## config.mk

```make
export PLATFORM = sky130hd
export DESIGN_NAME = nvw_top
export DESIGN_NICKNAME = d
export VERILOG_FILES = /design/src/hdl/nvw_pkg.sv /design/src/hdl/nvw_timer_if.sv /design/src/hdl/nvw_timer.sv /design/src/hdl/nvw_top.sv
export SDC_FILE = /design/constraint.sdc
export NUM_CORES = 1
export LEC_CHECK = 0
export BUFFER_PORTS_ARGS = -buffer_cell sky130_fd_sc_hd__buf_2
export CORE_MARGIN = 2
export CORE_UTILIZATION = 40
export CTS_CLUSTER_DIAMETER = 80
export CTS_CLUSTER_SIZE = 8
export DETAILED_ROUTE_END_ITERATION = 6
export SKIP_LAST_GASP = 1
export SLEW_MARGIN = 0
export SYNTH_ARGS = -nofsm -noshare
export SYNTH_HDL_FRONTEND = slang
export SYNTH_SLANG_ARGS = --single-unit
```

## constraint.sdc

```tcl
create_clock -name i_mclk -period 2.5 [get_ports i_mclk]
set_clock_uncertainty 0.1 [all_clocks]
set_input_delay 0.125 -clock i_mclk [delete_from_list [all_inputs] [get_ports i_mclk]]
set_output_delay 0.125 -clock i_mclk [all_outputs]
set_load 0.005 [all_outputs]
```

## src/hdl/nvw_pkg.sv

```systemverilog
// Constants shared by the nonvolatile data memory write control block
`default_nettype none
package nvw_pkg;
  // ****************************************************************
  // Address map
  // ****************************************************************
  localparam int unsigned NVW_ADDR_W = 12;
  localparam logic [11:0] NVW_CTRL_ADDR = 12'hfce;
  localparam logic [7:0] NVW_ARRAY_BANK = 8'h04;
  localparam int unsigned NVW_DEPTH = 16;
  localparam int unsigned NVW_IDX_W = 4;
  // ****************************************************************
  // Control register layout and reset value
  // ****************************************************************
  localparam int unsigned NVW_BIT_READ_EN = 7;
  localparam int unsigned NVW_SEL_LSB = 4;
  localparam int unsigned NVW_SEL_MSB = 6;
  localparam int unsigned NVW_BIT_WRITE_EN = 3;
  localparam int unsigned NVW_BIT_BUSY = 2;
  localparam logic [7:0] NVW_CTRL_RESET = 8'h00;
  localparam logic [1:0] NVW_UNUSED_BITS = 2'h0;
  // ****************************************************************
  // Write timing: 18 x 2^13 system clocks at select code 000
  // ****************************************************************
  localparam int unsigned NVW_TIME_FACTOR = 18;
  localparam int unsigned NVW_TIME_MAX_EXP = 13;
  localparam int unsigned NVW_LONG_WRITE_CYCLES =
    NVW_TIME_FACTOR * (2 ** NVW_TIME_MAX_EXP);
  localparam int unsigned NVW_CNT_W = 18;
  localparam logic [17:0] NVW_CNT_ONE = 18'h00001;
  localparam logic [17:0] NVW_CNT_ZERO = 18'h00000;
  localparam logic [7:0] NVW_ERASED = 8'h00;
  // ****************************************************************
  // Sequencer states
  // ****************************************************************
  typedef enum logic [1:0] {
    NVW_IDLE = 2'b00,
    NVW_ERASE = 2'b01,
    NVW_PROGRAM = 2'b10
  } nvw_state_t;
endpackage : nvw_pkg
`default_nettype wire

```

## src/hdl/nvw_timer_if.sv

```systemverilog
// Link between the write sequencer and its duration timer
`default_nettype none
interface nvw_timer_if;
  logic load;
  logic abort;
  logic [2:0] sel;
  logic done;
  modport seq (output load, output abort, output sel, input done);
  modport tmr (input load, input abort, input sel, output done);
endinterface : nvw_timer_if
`default_nettype wire

```

## src/hdl/nvw_timer.sv

```systemverilog
// Write duration timer of the nonvolatile data memory
`default_nettype none
module nvw_timer
  import nvw_pkg::*;
#(
  parameter int unsigned P_LONG_WRITE_CYCLES = NVW_LONG_WRITE_CYCLES
) (
  // Clock and reset
  input wire logic i_mclk,
  input wire logic i_rst_b,
  // Sequencer side
  nvw_timer_if.tmr tif
);
  logic [NVW_CNT_W-1:0] count;
  logic [NVW_CNT_W-1:0] next_count;
  logic run;
  logic next_run;
  logic done;
  logic next_done;
  logic [NVW_CNT_W-1:0] span;

  // ****************************************************************
  // Count down from the selected duration
  // ****************************************************************
  always_comb begin
    span = NVW_CNT_W'(P_LONG_WRITE_CYCLES >> tif.sel);
    next_count = count;
    next_run = run;
    next_done = 1'b0;
    if (tif.abort) begin
      next_run = 1'b0;
    end else if (tif.load) begin
      next_count = span - NVW_CNT_ONE;
      next_run = 1'b1;
    end else if (run) begin
      if (count == NVW_CNT_ZERO) begin
        next_run = 1'b0;
        next_done = 1'b1;
      end else begin
        next_count = count - NVW_CNT_ONE;
      end
    end
  end

  always_ff @(posedge i_mclk or negedge i_rst_b) begin
    if (!i_rst_b) begin
      count <= NVW_CNT_ZERO;
      run <= 1'b0;
      done <= 1'b0;
    end else begin
      count <= next_count;
      run <= next_run;
      done <= next_done;
    end
  end

  assign tif.done = done;
endmodule : nvw_timer
`default_nettype wire

```

## src/hdl/nvw_top.sv

```systemverilog
// Nonvolatile data memory with its write control register and sequencer
`default_nettype none
module nvw_top
  import nvw_pkg::*;
#(
  parameter int unsigned P_LONG_WRITE_CYCLES = NVW_LONG_WRITE_CYCLES
) (
  // Clock and reset
  input wire logic i_mclk,
  input wire logic i_rst_b,
  // CPU data memory access
  input wire logic [NVW_ADDR_W-1:0] i_addr,
  input wire logic i_wr,
  input wire logic i_rd,
  input wire logic i_byte,
  input wire logic [7:0] i_wdata,
  output logic [7:0] o_rdata,
  output logic o_rvalid,
  // CPU power modes
  input wire logic i_stop_mode,
  input wire logic i_halt_mode,
  // Status towards the interrupt controller
  output logic o_write_end_interrupt,
  output logic o_write_busy_flag
);
  // ****************************************************************
  // Declarations
  // ****************************************************************
  nvw_timer_if tif ();
  nvw_state_t state;
  nvw_state_t next_state;
  logic read_enable_flag;
  logic next_read_enable_flag;
  logic [2:0] write_time_select;
  logic [2:0] next_write_time_select;
  logic write_enable_bit;
  logic next_write_enable_bit;
  logic write_busy_flag;
  logic next_write_busy_flag;
  logic [NVW_IDX_W-1:0] tgt_idx;
  logic [NVW_IDX_W-1:0] next_tgt_idx;
  logic [7:0] tgt_data;
  logic [7:0] next_tgt_data;
  logic write_end;
  logic next_write_end;
  logic [7:0] rdata;
  logic [7:0] next_rdata;
  logic rvalid;
  logic next_rvalid;
  logic mem_we;
  logic [7:0] mem_val;
  logic [7:0] mem [NVW_DEPTH];
  logic ctrl_wr;
  logic arr_wr;
  logic arr_rd;
  logic [7:0] ctrl_byte;
  logic halt_seen;

  // Byte access to one of the sixteen array cells
  function automatic logic is_array(input logic [NVW_ADDR_W-1:0] a,
                                    input logic byte_acc);
    is_array = byte_acc && (a[11:4] == {NVW_ARRAY_BANK[3:0], 4'h0});
  endfunction : is_array

  // ****************************************************************
  // Access decode
  // ****************************************************************
  assign ctrl_wr = i_wr && i_byte && (i_addr == NVW_CTRL_ADDR);
  assign arr_wr = i_wr && is_array(i_addr, i_byte);
  assign arr_rd = i_rd && is_array(i_addr, i_byte);
  // Halt leaves the sequencer running; the input only masks the read answer on o_rvalid
  assign halt_seen = i_halt_mode;
  assign ctrl_byte = {read_enable_flag, write_time_select,
                      write_enable_bit, write_busy_flag,
                      NVW_UNUSED_BITS};

  // ****************************************************************
  // Control register and write sequencer
  // ****************************************************************
  always_comb begin
    next_state = state;
    next_read_enable_flag = read_enable_flag;
    next_write_time_select = write_time_select;
    next_write_enable_bit = write_enable_bit;
    next_write_busy_flag = write_busy_flag;
    next_tgt_idx = tgt_idx;
    next_tgt_data = tgt_data;
    next_write_end = 1'b0;
    mem_we = 1'b0;
    mem_val = tgt_data;
    tif.load = 1'b0;
    tif.abort = 1'b0;
    tif.sel = write_time_select;
    if (ctrl_wr) begin
      next_read_enable_flag = i_wdata[NVW_BIT_READ_EN];
      next_write_time_select = i_wdata[NVW_SEL_MSB:NVW_SEL_LSB];
      next_write_enable_bit = i_wdata[NVW_BIT_WRITE_EN];
    end
    case (state)
      NVW_IDLE: begin
        // Writes while busy never reach this branch
        if (arr_wr && write_enable_bit && !read_enable_flag &&
            !write_busy_flag && !ctrl_wr && !i_stop_mode) begin
          next_tgt_idx = i_addr[NVW_IDX_W-1:0];
          next_tgt_data = i_wdata;
          next_write_busy_flag = 1'b1;
          tif.load = 1'b1;
          next_state = NVW_ERASE;
        end
      end
      NVW_ERASE, NVW_PROGRAM: begin
        if (i_stop_mode) begin
          tif.abort = 1'b1;
          next_write_busy_flag = 1'b0;
          next_state = NVW_IDLE;
        end else if (ctrl_wr && !i_wdata[NVW_BIT_WRITE_EN]) begin
          tif.abort = 1'b1;
          mem_we = 1'b1;
          mem_val = NVW_ERASED;
          next_write_busy_flag = 1'b0;
          next_state = NVW_IDLE;
        end else if (state == NVW_ERASE) begin
          mem_we = 1'b1;
          mem_val = NVW_ERASED;
          next_state = NVW_PROGRAM;
        end else if (tif.done) begin
          mem_we = 1'b1;
          mem_val = tgt_data;
          next_write_busy_flag = 1'b0;
          next_write_end = 1'b1;
          next_state = NVW_IDLE;
        end
      end
      default: begin
        next_write_busy_flag = 1'b0;
        next_state = NVW_IDLE;
      end
    endcase
  end

  always_ff @(posedge i_mclk or negedge i_rst_b) begin
    if (!i_rst_b) begin
      state <= NVW_IDLE;
      read_enable_flag <= NVW_CTRL_RESET[NVW_BIT_READ_EN];
      write_time_select <= NVW_CTRL_RESET[NVW_SEL_MSB:NVW_SEL_LSB];
      write_enable_bit <= NVW_CTRL_RESET[NVW_BIT_WRITE_EN];
      write_busy_flag <= NVW_CTRL_RESET[NVW_BIT_BUSY];
      tgt_idx <= '0;
      tgt_data <= NVW_ERASED;
      write_end <= 1'b0;
    end else begin
      state <= next_state;
      read_enable_flag <= next_read_enable_flag;
      write_time_select <= next_write_time_select;
      write_enable_bit <= next_write_enable_bit;
      write_busy_flag <= next_write_busy_flag;
      tgt_idx <= next_tgt_idx;
      tgt_data <= next_tgt_data;
      write_end <= next_write_end;
    end
  end

  // ****************************************************************
  // Nonvolatile cells: kept across reset
  // ****************************************************************
  always_ff @(posedge i_mclk) begin
    if (mem_we) begin
      mem[tgt_idx] <= mem_val;
    end
  end

  // ****************************************************************
  // Read path
  // ****************************************************************
  always_comb begin
    next_rvalid = i_rd;
    next_rdata = 8'h00;
    if (i_rd && (i_addr == NVW_CTRL_ADDR)) begin
      next_rdata = ctrl_byte;
    end else if (arr_rd && read_enable_flag && !write_enable_bit &&
                 !write_busy_flag) begin
      next_rdata = mem[i_addr[NVW_IDX_W-1:0]];
    end
  end

  always_ff @(posedge i_mclk or negedge i_rst_b) begin
    if (!i_rst_b) begin
      rdata <= 8'h00;
      rvalid <= 1'b0;
    end else begin
      rdata <= next_rdata;
      rvalid <= next_rvalid && !halt_seen;
    end
  end

  // ****************************************************************
  // Duration timer
  // ****************************************************************
  nvw_timer #(
    .P_LONG_WRITE_CYCLES(P_LONG_WRITE_CYCLES)
  ) u_timer (
    .i_mclk(i_mclk),
    .i_rst_b(i_rst_b),
    .tif(tif)
  );

  assign o_rdata = rdata;
  assign o_rvalid = rvalid;
  assign o_write_end_interrupt = write_end;
  assign o_write_busy_flag = write_busy_flag;
endmodule : nvw_top
`default_nettype wire

```

## Word-level counts from Yosys, hierarchy flattened

Memory sizes are Yosys's and may differ from the RTL's.
Index checks and enable logic that the tools add are counted.

| word-level totals | value |
|---|---|
| logic and storage cells | 103 |
| memories kept | 1 |
| input port bits | 27 |
| bits in registers | 50 |
| memory bits (writable) | 128 |
| output and inout bits | 11 |

Memories:

| memory | words | bits a word | read ports | clocked after memory_dff | wr ports | line | text |
|---|---|---|---|---|---|---|---|
| mem | 16 | 8 | 1 | 0 | 1 | nvw_top.sv:52 | `logic [7:0] mem [NVW_DEPTH];` |

| cells by class | value |
|---|---|
| equal/unequal tests | 9 |
| shift operators | 1 |
| bitwise operators | 1 |
| mux-type cells | 45 |
| add/sub/neg operators | 2 |
| reduce and logical (&&, ||, !) cells | 31 |

Operators by type and width:

| operator | count |
|---|---|
| 18-bit two-way mux | 3 |
| 8-bit two-way mux | 6 |
| 18-bit by 1-bit subtractor with 18-bit output, second input constant | 2 |
| 1-bit two-way mux | 29 |
| 18-bit logical NOT | 1 |
| 18-bit by 3-bit right shift with 18-bit output, first input constant | 1 |
| 1-bit logical AND | 16 |
| 12-bit == test, second input constant | 1 |
| 2-bit two-way mux | 5 |
| 8-bit by 7-bit == test with 1-bit output, second input constant | 1 |
| 1-bit logical NOT | 7 |
| 3-bit AND reduction | 2 |
| 5-bit by 4-bit != test with 1-bit output, second input constant | 1 |
| 2-bit != test, second input constant | 2 |
| 4-bit by 3-bit != test with 1-bit output, second input constant | 1 |
| 4-bit != test, second input constant | 1 |
| 2-bit case mux with 2 select lines | 1 |
| 2-bit AND reduction | 2 |
| 2-bit by 1-bit == test with 1-bit output, second input constant | 1 |
| 2-bit == test, second input constant | 1 |
| 2-bit logical NOT | 1 |
| 1-bit case mux with 2 select lines | 1 |
| 2-bit nonzero test | 1 |
| 2-bit OR reduction | 1 |
| 1-bit NOT | 1 |

## Depth between registers and ports, before layout

| depth | value |
|---|---|
| word-level depth | 12 |
| gate-level depth with buffers | 8 |
| depth with buffers taken out | 8 |

## Cells and area by module

From an unflattened synthesis, not the netlist that was laid out.

| unflattened totals | value |
|---|---|
| cell total of the unflattened synthesis | 511 |
| area, all modules | 7870.0 µm² |

Modules (own cells, without submodules):

| module | cells each | times used | sequential area each (µm²) | area each (µm²) |
|---|---|---|---|---|
| nvw_top | 339 | 1 | 4594.4 | 6379.9 |
| nvw_timer | 172 | 1 | 500.5 | 1490.2 |

## Worst setup path after synthesis

OpenSTA, ideal clock, no wires.

| path | value |
|---|---|
| path type | input to register |
| start | input port i_addr[5] |
| end | memory mem[3][0], enable pin |
| arrival time | 2.309 ns |
| setup slack | -0.292 ns |
| library setup time | 0.383 ns |
| stages | 6 |
| data required time | 2.017 ns |
| buffers on the path | 0 |
| cells stage by stage | or3b_4 > nor4_4 > and2b_4 > o31ai_4 > or3_4 > nor3_1 |

| on the way | value |
|---|---|
| longest elaborated chain between the ends | 8 |

Ends and longest elaborated chain:

| what | line | text |
|---|---|---|
| from (decl) | nvw_top.sv:12 | `input wire logic [NVW_ADDR_W-1:0] i_addr,` |
| 12-bit == test | nvw_top.sv:68 | `assign ctrl_wr = i_wr && i_byte && (i_addr == NVW_CTRL_ADDR);` |
| 1-bit logical AND | nvw_top.sv:68 |  |
| 1-bit logical AND | nvw_top.sv:116 | `end else if (ctrl_wr && !i_wdata[NVW_BIT_WRITE_EN]) begin` |
| 1-bit two-way mux | nvw_top.sv:116 |  |
| 1-bit two-way mux | nvw_top.sv:112 | `if (i_stop_mode) begin` |
| 1-bit two-way mux | nvw_top.sv:99 | `case (state)` |
| 1-bit two-way mux | nvw_top.sv:167 | `if (mem_we) begin` |
| 1-bit two-way mux (implied by the code) | nvw_top.sv:168 | `mem[tgt_idx] <= mem_val;` |
| to (decl) | nvw_top.sv:52 |  |

No other way between the ends.

## Final worst setup path

| path | value |
|---|---|
| start | register state[0] |
| end | memory mem[13][6], data pin |

| on the way | value |
|---|---|
| longest elaborated chain between the ends | 5 |
| elaborated cells between the ends (all ways) | 7 |
| classes of those cells | 2 x eq/ne; 4 x mux; 1 x reduce/logical |

Ends and longest elaborated chain:

| what | line | text |
|---|---|---|
| from (decl) | nvw_top.sv:30 | `nvw_state_t state;` |
| from (signal assigned) | nvw_top.sv:152 | `state <= next_state;` |
| 2-bit by 1-bit == test with 1-bit output | nvw_top.sv:99, nvw_top.sv:122 |  |
| 8-bit two-way mux | nvw_top.sv:122 | `end else if (state == NVW_ERASE) begin` |
| 8-bit two-way mux | nvw_top.sv:116 |  |
| 8-bit two-way mux | nvw_top.sv:112 |  |
| 8-bit two-way mux * | nvw_top.sv:99 |  |
| named net mem_val[6] | nvw_top.sv:51 | `logic [7:0] mem_val;` |

Mark *: on every way through the listed nets, which the timed path passes. The rest lies on a longest branch.

==> metrics.md <==
| Metric | Value |
|---|---|
| Avg Synthesized Cell Area | 15.2 um^2 |
| Num CTS Buffers | 17 |
| Sw Share | 0.230 |
| Number of setup buffers added after CTS | 0 |
| HP Class | in2reg |
| Pwr per Cell Area | between 600 and 700 nW/um^2 |
| CTS HTree Levels | 4 |
| Layout cells sized above 1 | 0.304 |
| Worst-path clk slew | approximately 70 ps |
| Pleak | ~3.2 nW |
| R2r setup slk | roughly 74 ps |
| CP Data Required Time | roughly 2500 ps |
| Post-DRT Antenna Nets | 0 |
| Number of flops mapped to enable cells by yosys | between 100 and 150 |
| Slew margin rel. | 0.309 |
| Hold slack | 50.2 ps |
| Fin. max-slew vios | 0 |
| Final nets | between 600 and 700 |
| Chip width | 142 um |
| Final cycle utilization of the critical path | 0.971 |
| Top Layer Used | met4 |
| Crit path time final | between 2000 and 2500 ps |
| Initial antenna violation count | 0 |
| CTS Sinks | roughly 180 |
| Hold endpoint | state[0] |
| Worst setup path class | reg2reg |
| Worst Reg-to-Reg Cells | 6 |
| Core Util, Final | 0.497 |
| Maximum VDD drop | between 0.0004 and 0.0005 V |
| Clock Tree Buf Depth | 2 |
| Antenna diode count | 0 |
| Die area | ~20000 um^2 |
| Pint | ~4.6 mW |
| Hpwl dp | 11500 um |
| Synthesized instance count | roughly 500 |
| DRC Markers | 0 |
| Core area | ~19000 um^2 |
| WL met3 | between 700 and 800 um |
| PortBufs | 37 |
| Comb pwr share | 0.034 |
| Fillers | about 1600 |
| Pin count of the biggest net entering global routing | 34 |
| Clock network power share | 0.440 |
| Hold Vio Cnt, Final | 0 |
| Yosys warning total | 0 |
| Setup WS pre-CTS | around 2.7 ps |
| Worst r2r dst | mem[13][6] |
| Total Wirelength | 16300 um |
| Synthesized flop and latch total | between 150 and 200 |
| Final GP Congestion | 0.866 |
| Syn_nets | between 500 and 600 |
| I/O pin cnt | 38 |
| Hold Startpoint | i_stop_mode |
| Register area share after synthesis | 0.665 |
| DIE HEIGHT | about 140 um |
| CTS tree | done |
| Status | finished clean |
| Routed vias | approximately 4600 |
| NetSw | ~1.4 mW |
| Hold Path Depth | 3 |
| Slew @ Worst Pin | 1030 ps |
| Synthesis-to-finish area growth | 21.8% |
| Fmax | approximately 410 MHz |
| Worst-Skew Late Latency | 430 ps |
| Most used DFF post-synth | edfxtp_1 |
| Distinct cell type count after synthesis | between 50 and 60 |
| Number of global-route vias before repair | 4801 |
| Drt initial violations | 303 |
| CTS Root Buffer Type | clkbuf_16 |
| Sequential share of power | 0.526 |
| Total power | 5.95 mW |
| Critical Path AT | 2400 ps |
| Initial core utilization | 0.408 |
| Row cnt | 50 |
| Worst Path Max Fanout | 16 |
| Final setup fails | 0 |
| Synth async-reset ratio | 0.281 |
| Vias per std cell | 5.45 |
| CP endpoint kind | flop |
| Worst setup margin | about 74 ps |
| Max Cap Viol | 0 |
| Cell area after synthesis | 7660 um^2 |
| Met1 WL | just over 7000 um |
| Congestion Overflow GR | 0 |
| First-pass GRT wire length | around 26000 um |
| Reg-to-reg startpoint | state[0] |
| Wire per inst | just under 20 um |
| Critical path launch point type | flop |
| DR WL met2 | roughly 8300 um |
| Total track usage | 0.173 |
| Drt first pass iters | 5 |
| Unrepaired setup endpoints after global routing | yes |
[area by class of cell]
class,count,area (um^2),area share
clock buffers,17,425,0.0456
clock inverters,15,183,0.0196
inverters,18,67.6,0.00724
multi-input cells,289,2480,0.266
flip-flops and latches,178,5090,0.546
well taps,234,293,0.0314
repair buffers,99,783,0.0839
[layout by cell type (no fill, tap or decap), types with 5 or more instances in the layout]
| master | n |
|---|---|
| a21oi_1 | 20 |
| buf_12 | 8 |
| buf_2 | 37 |
| buf_4 | 41 |
| clkbuf_16 | 17 |
| clkinv_8 | 6 |
| dfrtp_1 | 50 |
| dlygate4sd3_1 | 13 |
| edfxtp_1 | 128 |
| ha_1 | 9 |
| inv_1 | 18 |
| inv_8 | 5 |
| mux4_2 | 40 |
| nand2_1 | 59 |
| nand2b_1 | 6 |
| nand3_1 | 6 |
| nor2_1 | 15 |
| nor2_2 | 6 |
| nor2b_1 | 10 |
| nor3_1 | 14 |
| nor4_1 | 6 |
| o21ai_0 | 23 |
| o22a_1 | 5 |
[power by group through the flow]
stage                     Clock, mW  Sequential [mW]  Combinational, mW
after global routing           2.79             3.13              0.222
after floorplan                   0             3.20             0.0986
after detailed placement          0             3.20              0.188
after global placement            0             3.20              0.185
final                          2.62             3.13              0.203
after CTS                      2.68             3.13              0.205
[how the worst max path moves through the flow]
stage,from,endpoint,slack (ps),cells past startpoint
global placement,o_write_busy_flag,u_timer.count[7],60,8
finish,state[0],mem[13][6],70,6
detailed placement,state[0],mem[11][1],3,6
CTS,state[0],mem[5][5],30,6
floorplan,i_addr[5],mem[1][0],-240,5
global route,state[0],mem[13][6],-140,6
[synth_stat cells, types with 2 or more instances]
master | number | area [um^2]
dfrtp_1 | 50 | 1250
buf_4 | 3 | 22.5
xor2_1 | 3 | 26.3
nand4b_1 | 3 | 26.3
a31oi_1 | 4 | 25.0
inv_1 | 18 | 67.6
o21ai_0 | 26 | 130
o21a_1 | 3 | 22.5
and3_1 | 2 | 12.5
a2bb2oi_1 | 2 | 17.5
mux4_2 | 40 | 901
a21oi_1 | 20 | 100
buf_2 | 6 | 30.0
and2_1 | 2 | 12.5
o22a_1 | 5 | 43.8
nand2b_1 | 6 | 37.5
nor2b_1 | 12 | 75.1
clkbuf_1 | 10 | 37.5
a41oi_1 | 2 | 17.5
nor4_1 | 6 | 37.5
ha_1 | 9 | 113
edfxtp_1 | 128 | 3840
and2b_1 | 2 | 15.0
nor2_1 | 21 | 78.8
or3_4 | 2 | 22.5
nand2_1 | 59 | 221
a211oi_1 | 2 | 15.0
nor3_1 | 17 | 85.1
nand3_1 | 7 | 35.0
mux2_2 | 3 | 33.8
o31ai_1 | 4 | 30.0
[timing repair]
| action | in CTS | in global routing |
|---|---|---|
| hold buffers | 13 | 0 |
| endpoints found under the hold margin | 64 | 0 |
| setup endpoints to repair | 17 | 104 |
| gates resized for setup | 2 | 9 |
[registers in the layout (all words and copies together), names as in the netlist, 2 cells and up]
signal         count
mem              128
tif.sel            3
o_rdata            8
state              2
u_timer.count     18
tgt_data           8
tgt_idx            4
[layer usage]
metal  vias up  global-route usage
met4         0              0.0406
met1      2363               0.228
met3        13              0.0404
li1       2138                   -
met5         -                   0
met2       115               0.292
[critical path, cell delays in order (launching register included)]
cell     delay (ps)
dfrtp_1         350
inv_1            60
ha_1            290
and2b_1         170
nor2b_1         120
buf_4           170
nor2b_1         800
[kinds of logic after synthesis]
| group | Yosys count | synth area share |
|---|---|---|
| XOR/XNOR | 4 | 0.00457 |
| adder cells (fa/ha/maj) | 9 | 0.0147 |
| AND/OR/NAND/NOR | 153 | 0.104 |
| AO/OA/AOI/OAI | 80 | 0.0686 |
| multiplexers | 43 | 0.122 |
| buffers and inverters | 37 | 0.0206 |
| flip-flops | 178 | 0.665 |
[metrics by stage]
stage                     setup TNS (ps)  cell area, um^2  std cells
final                                  0             9330        850
after global routing               -8920             9330        850
after CTS                              0             9300        850
after detailed placement               0             8550        805
after global placement                 0             8550        805
after floorplan                    -3810             7700        504
Power figures use the tool's default switching activity.
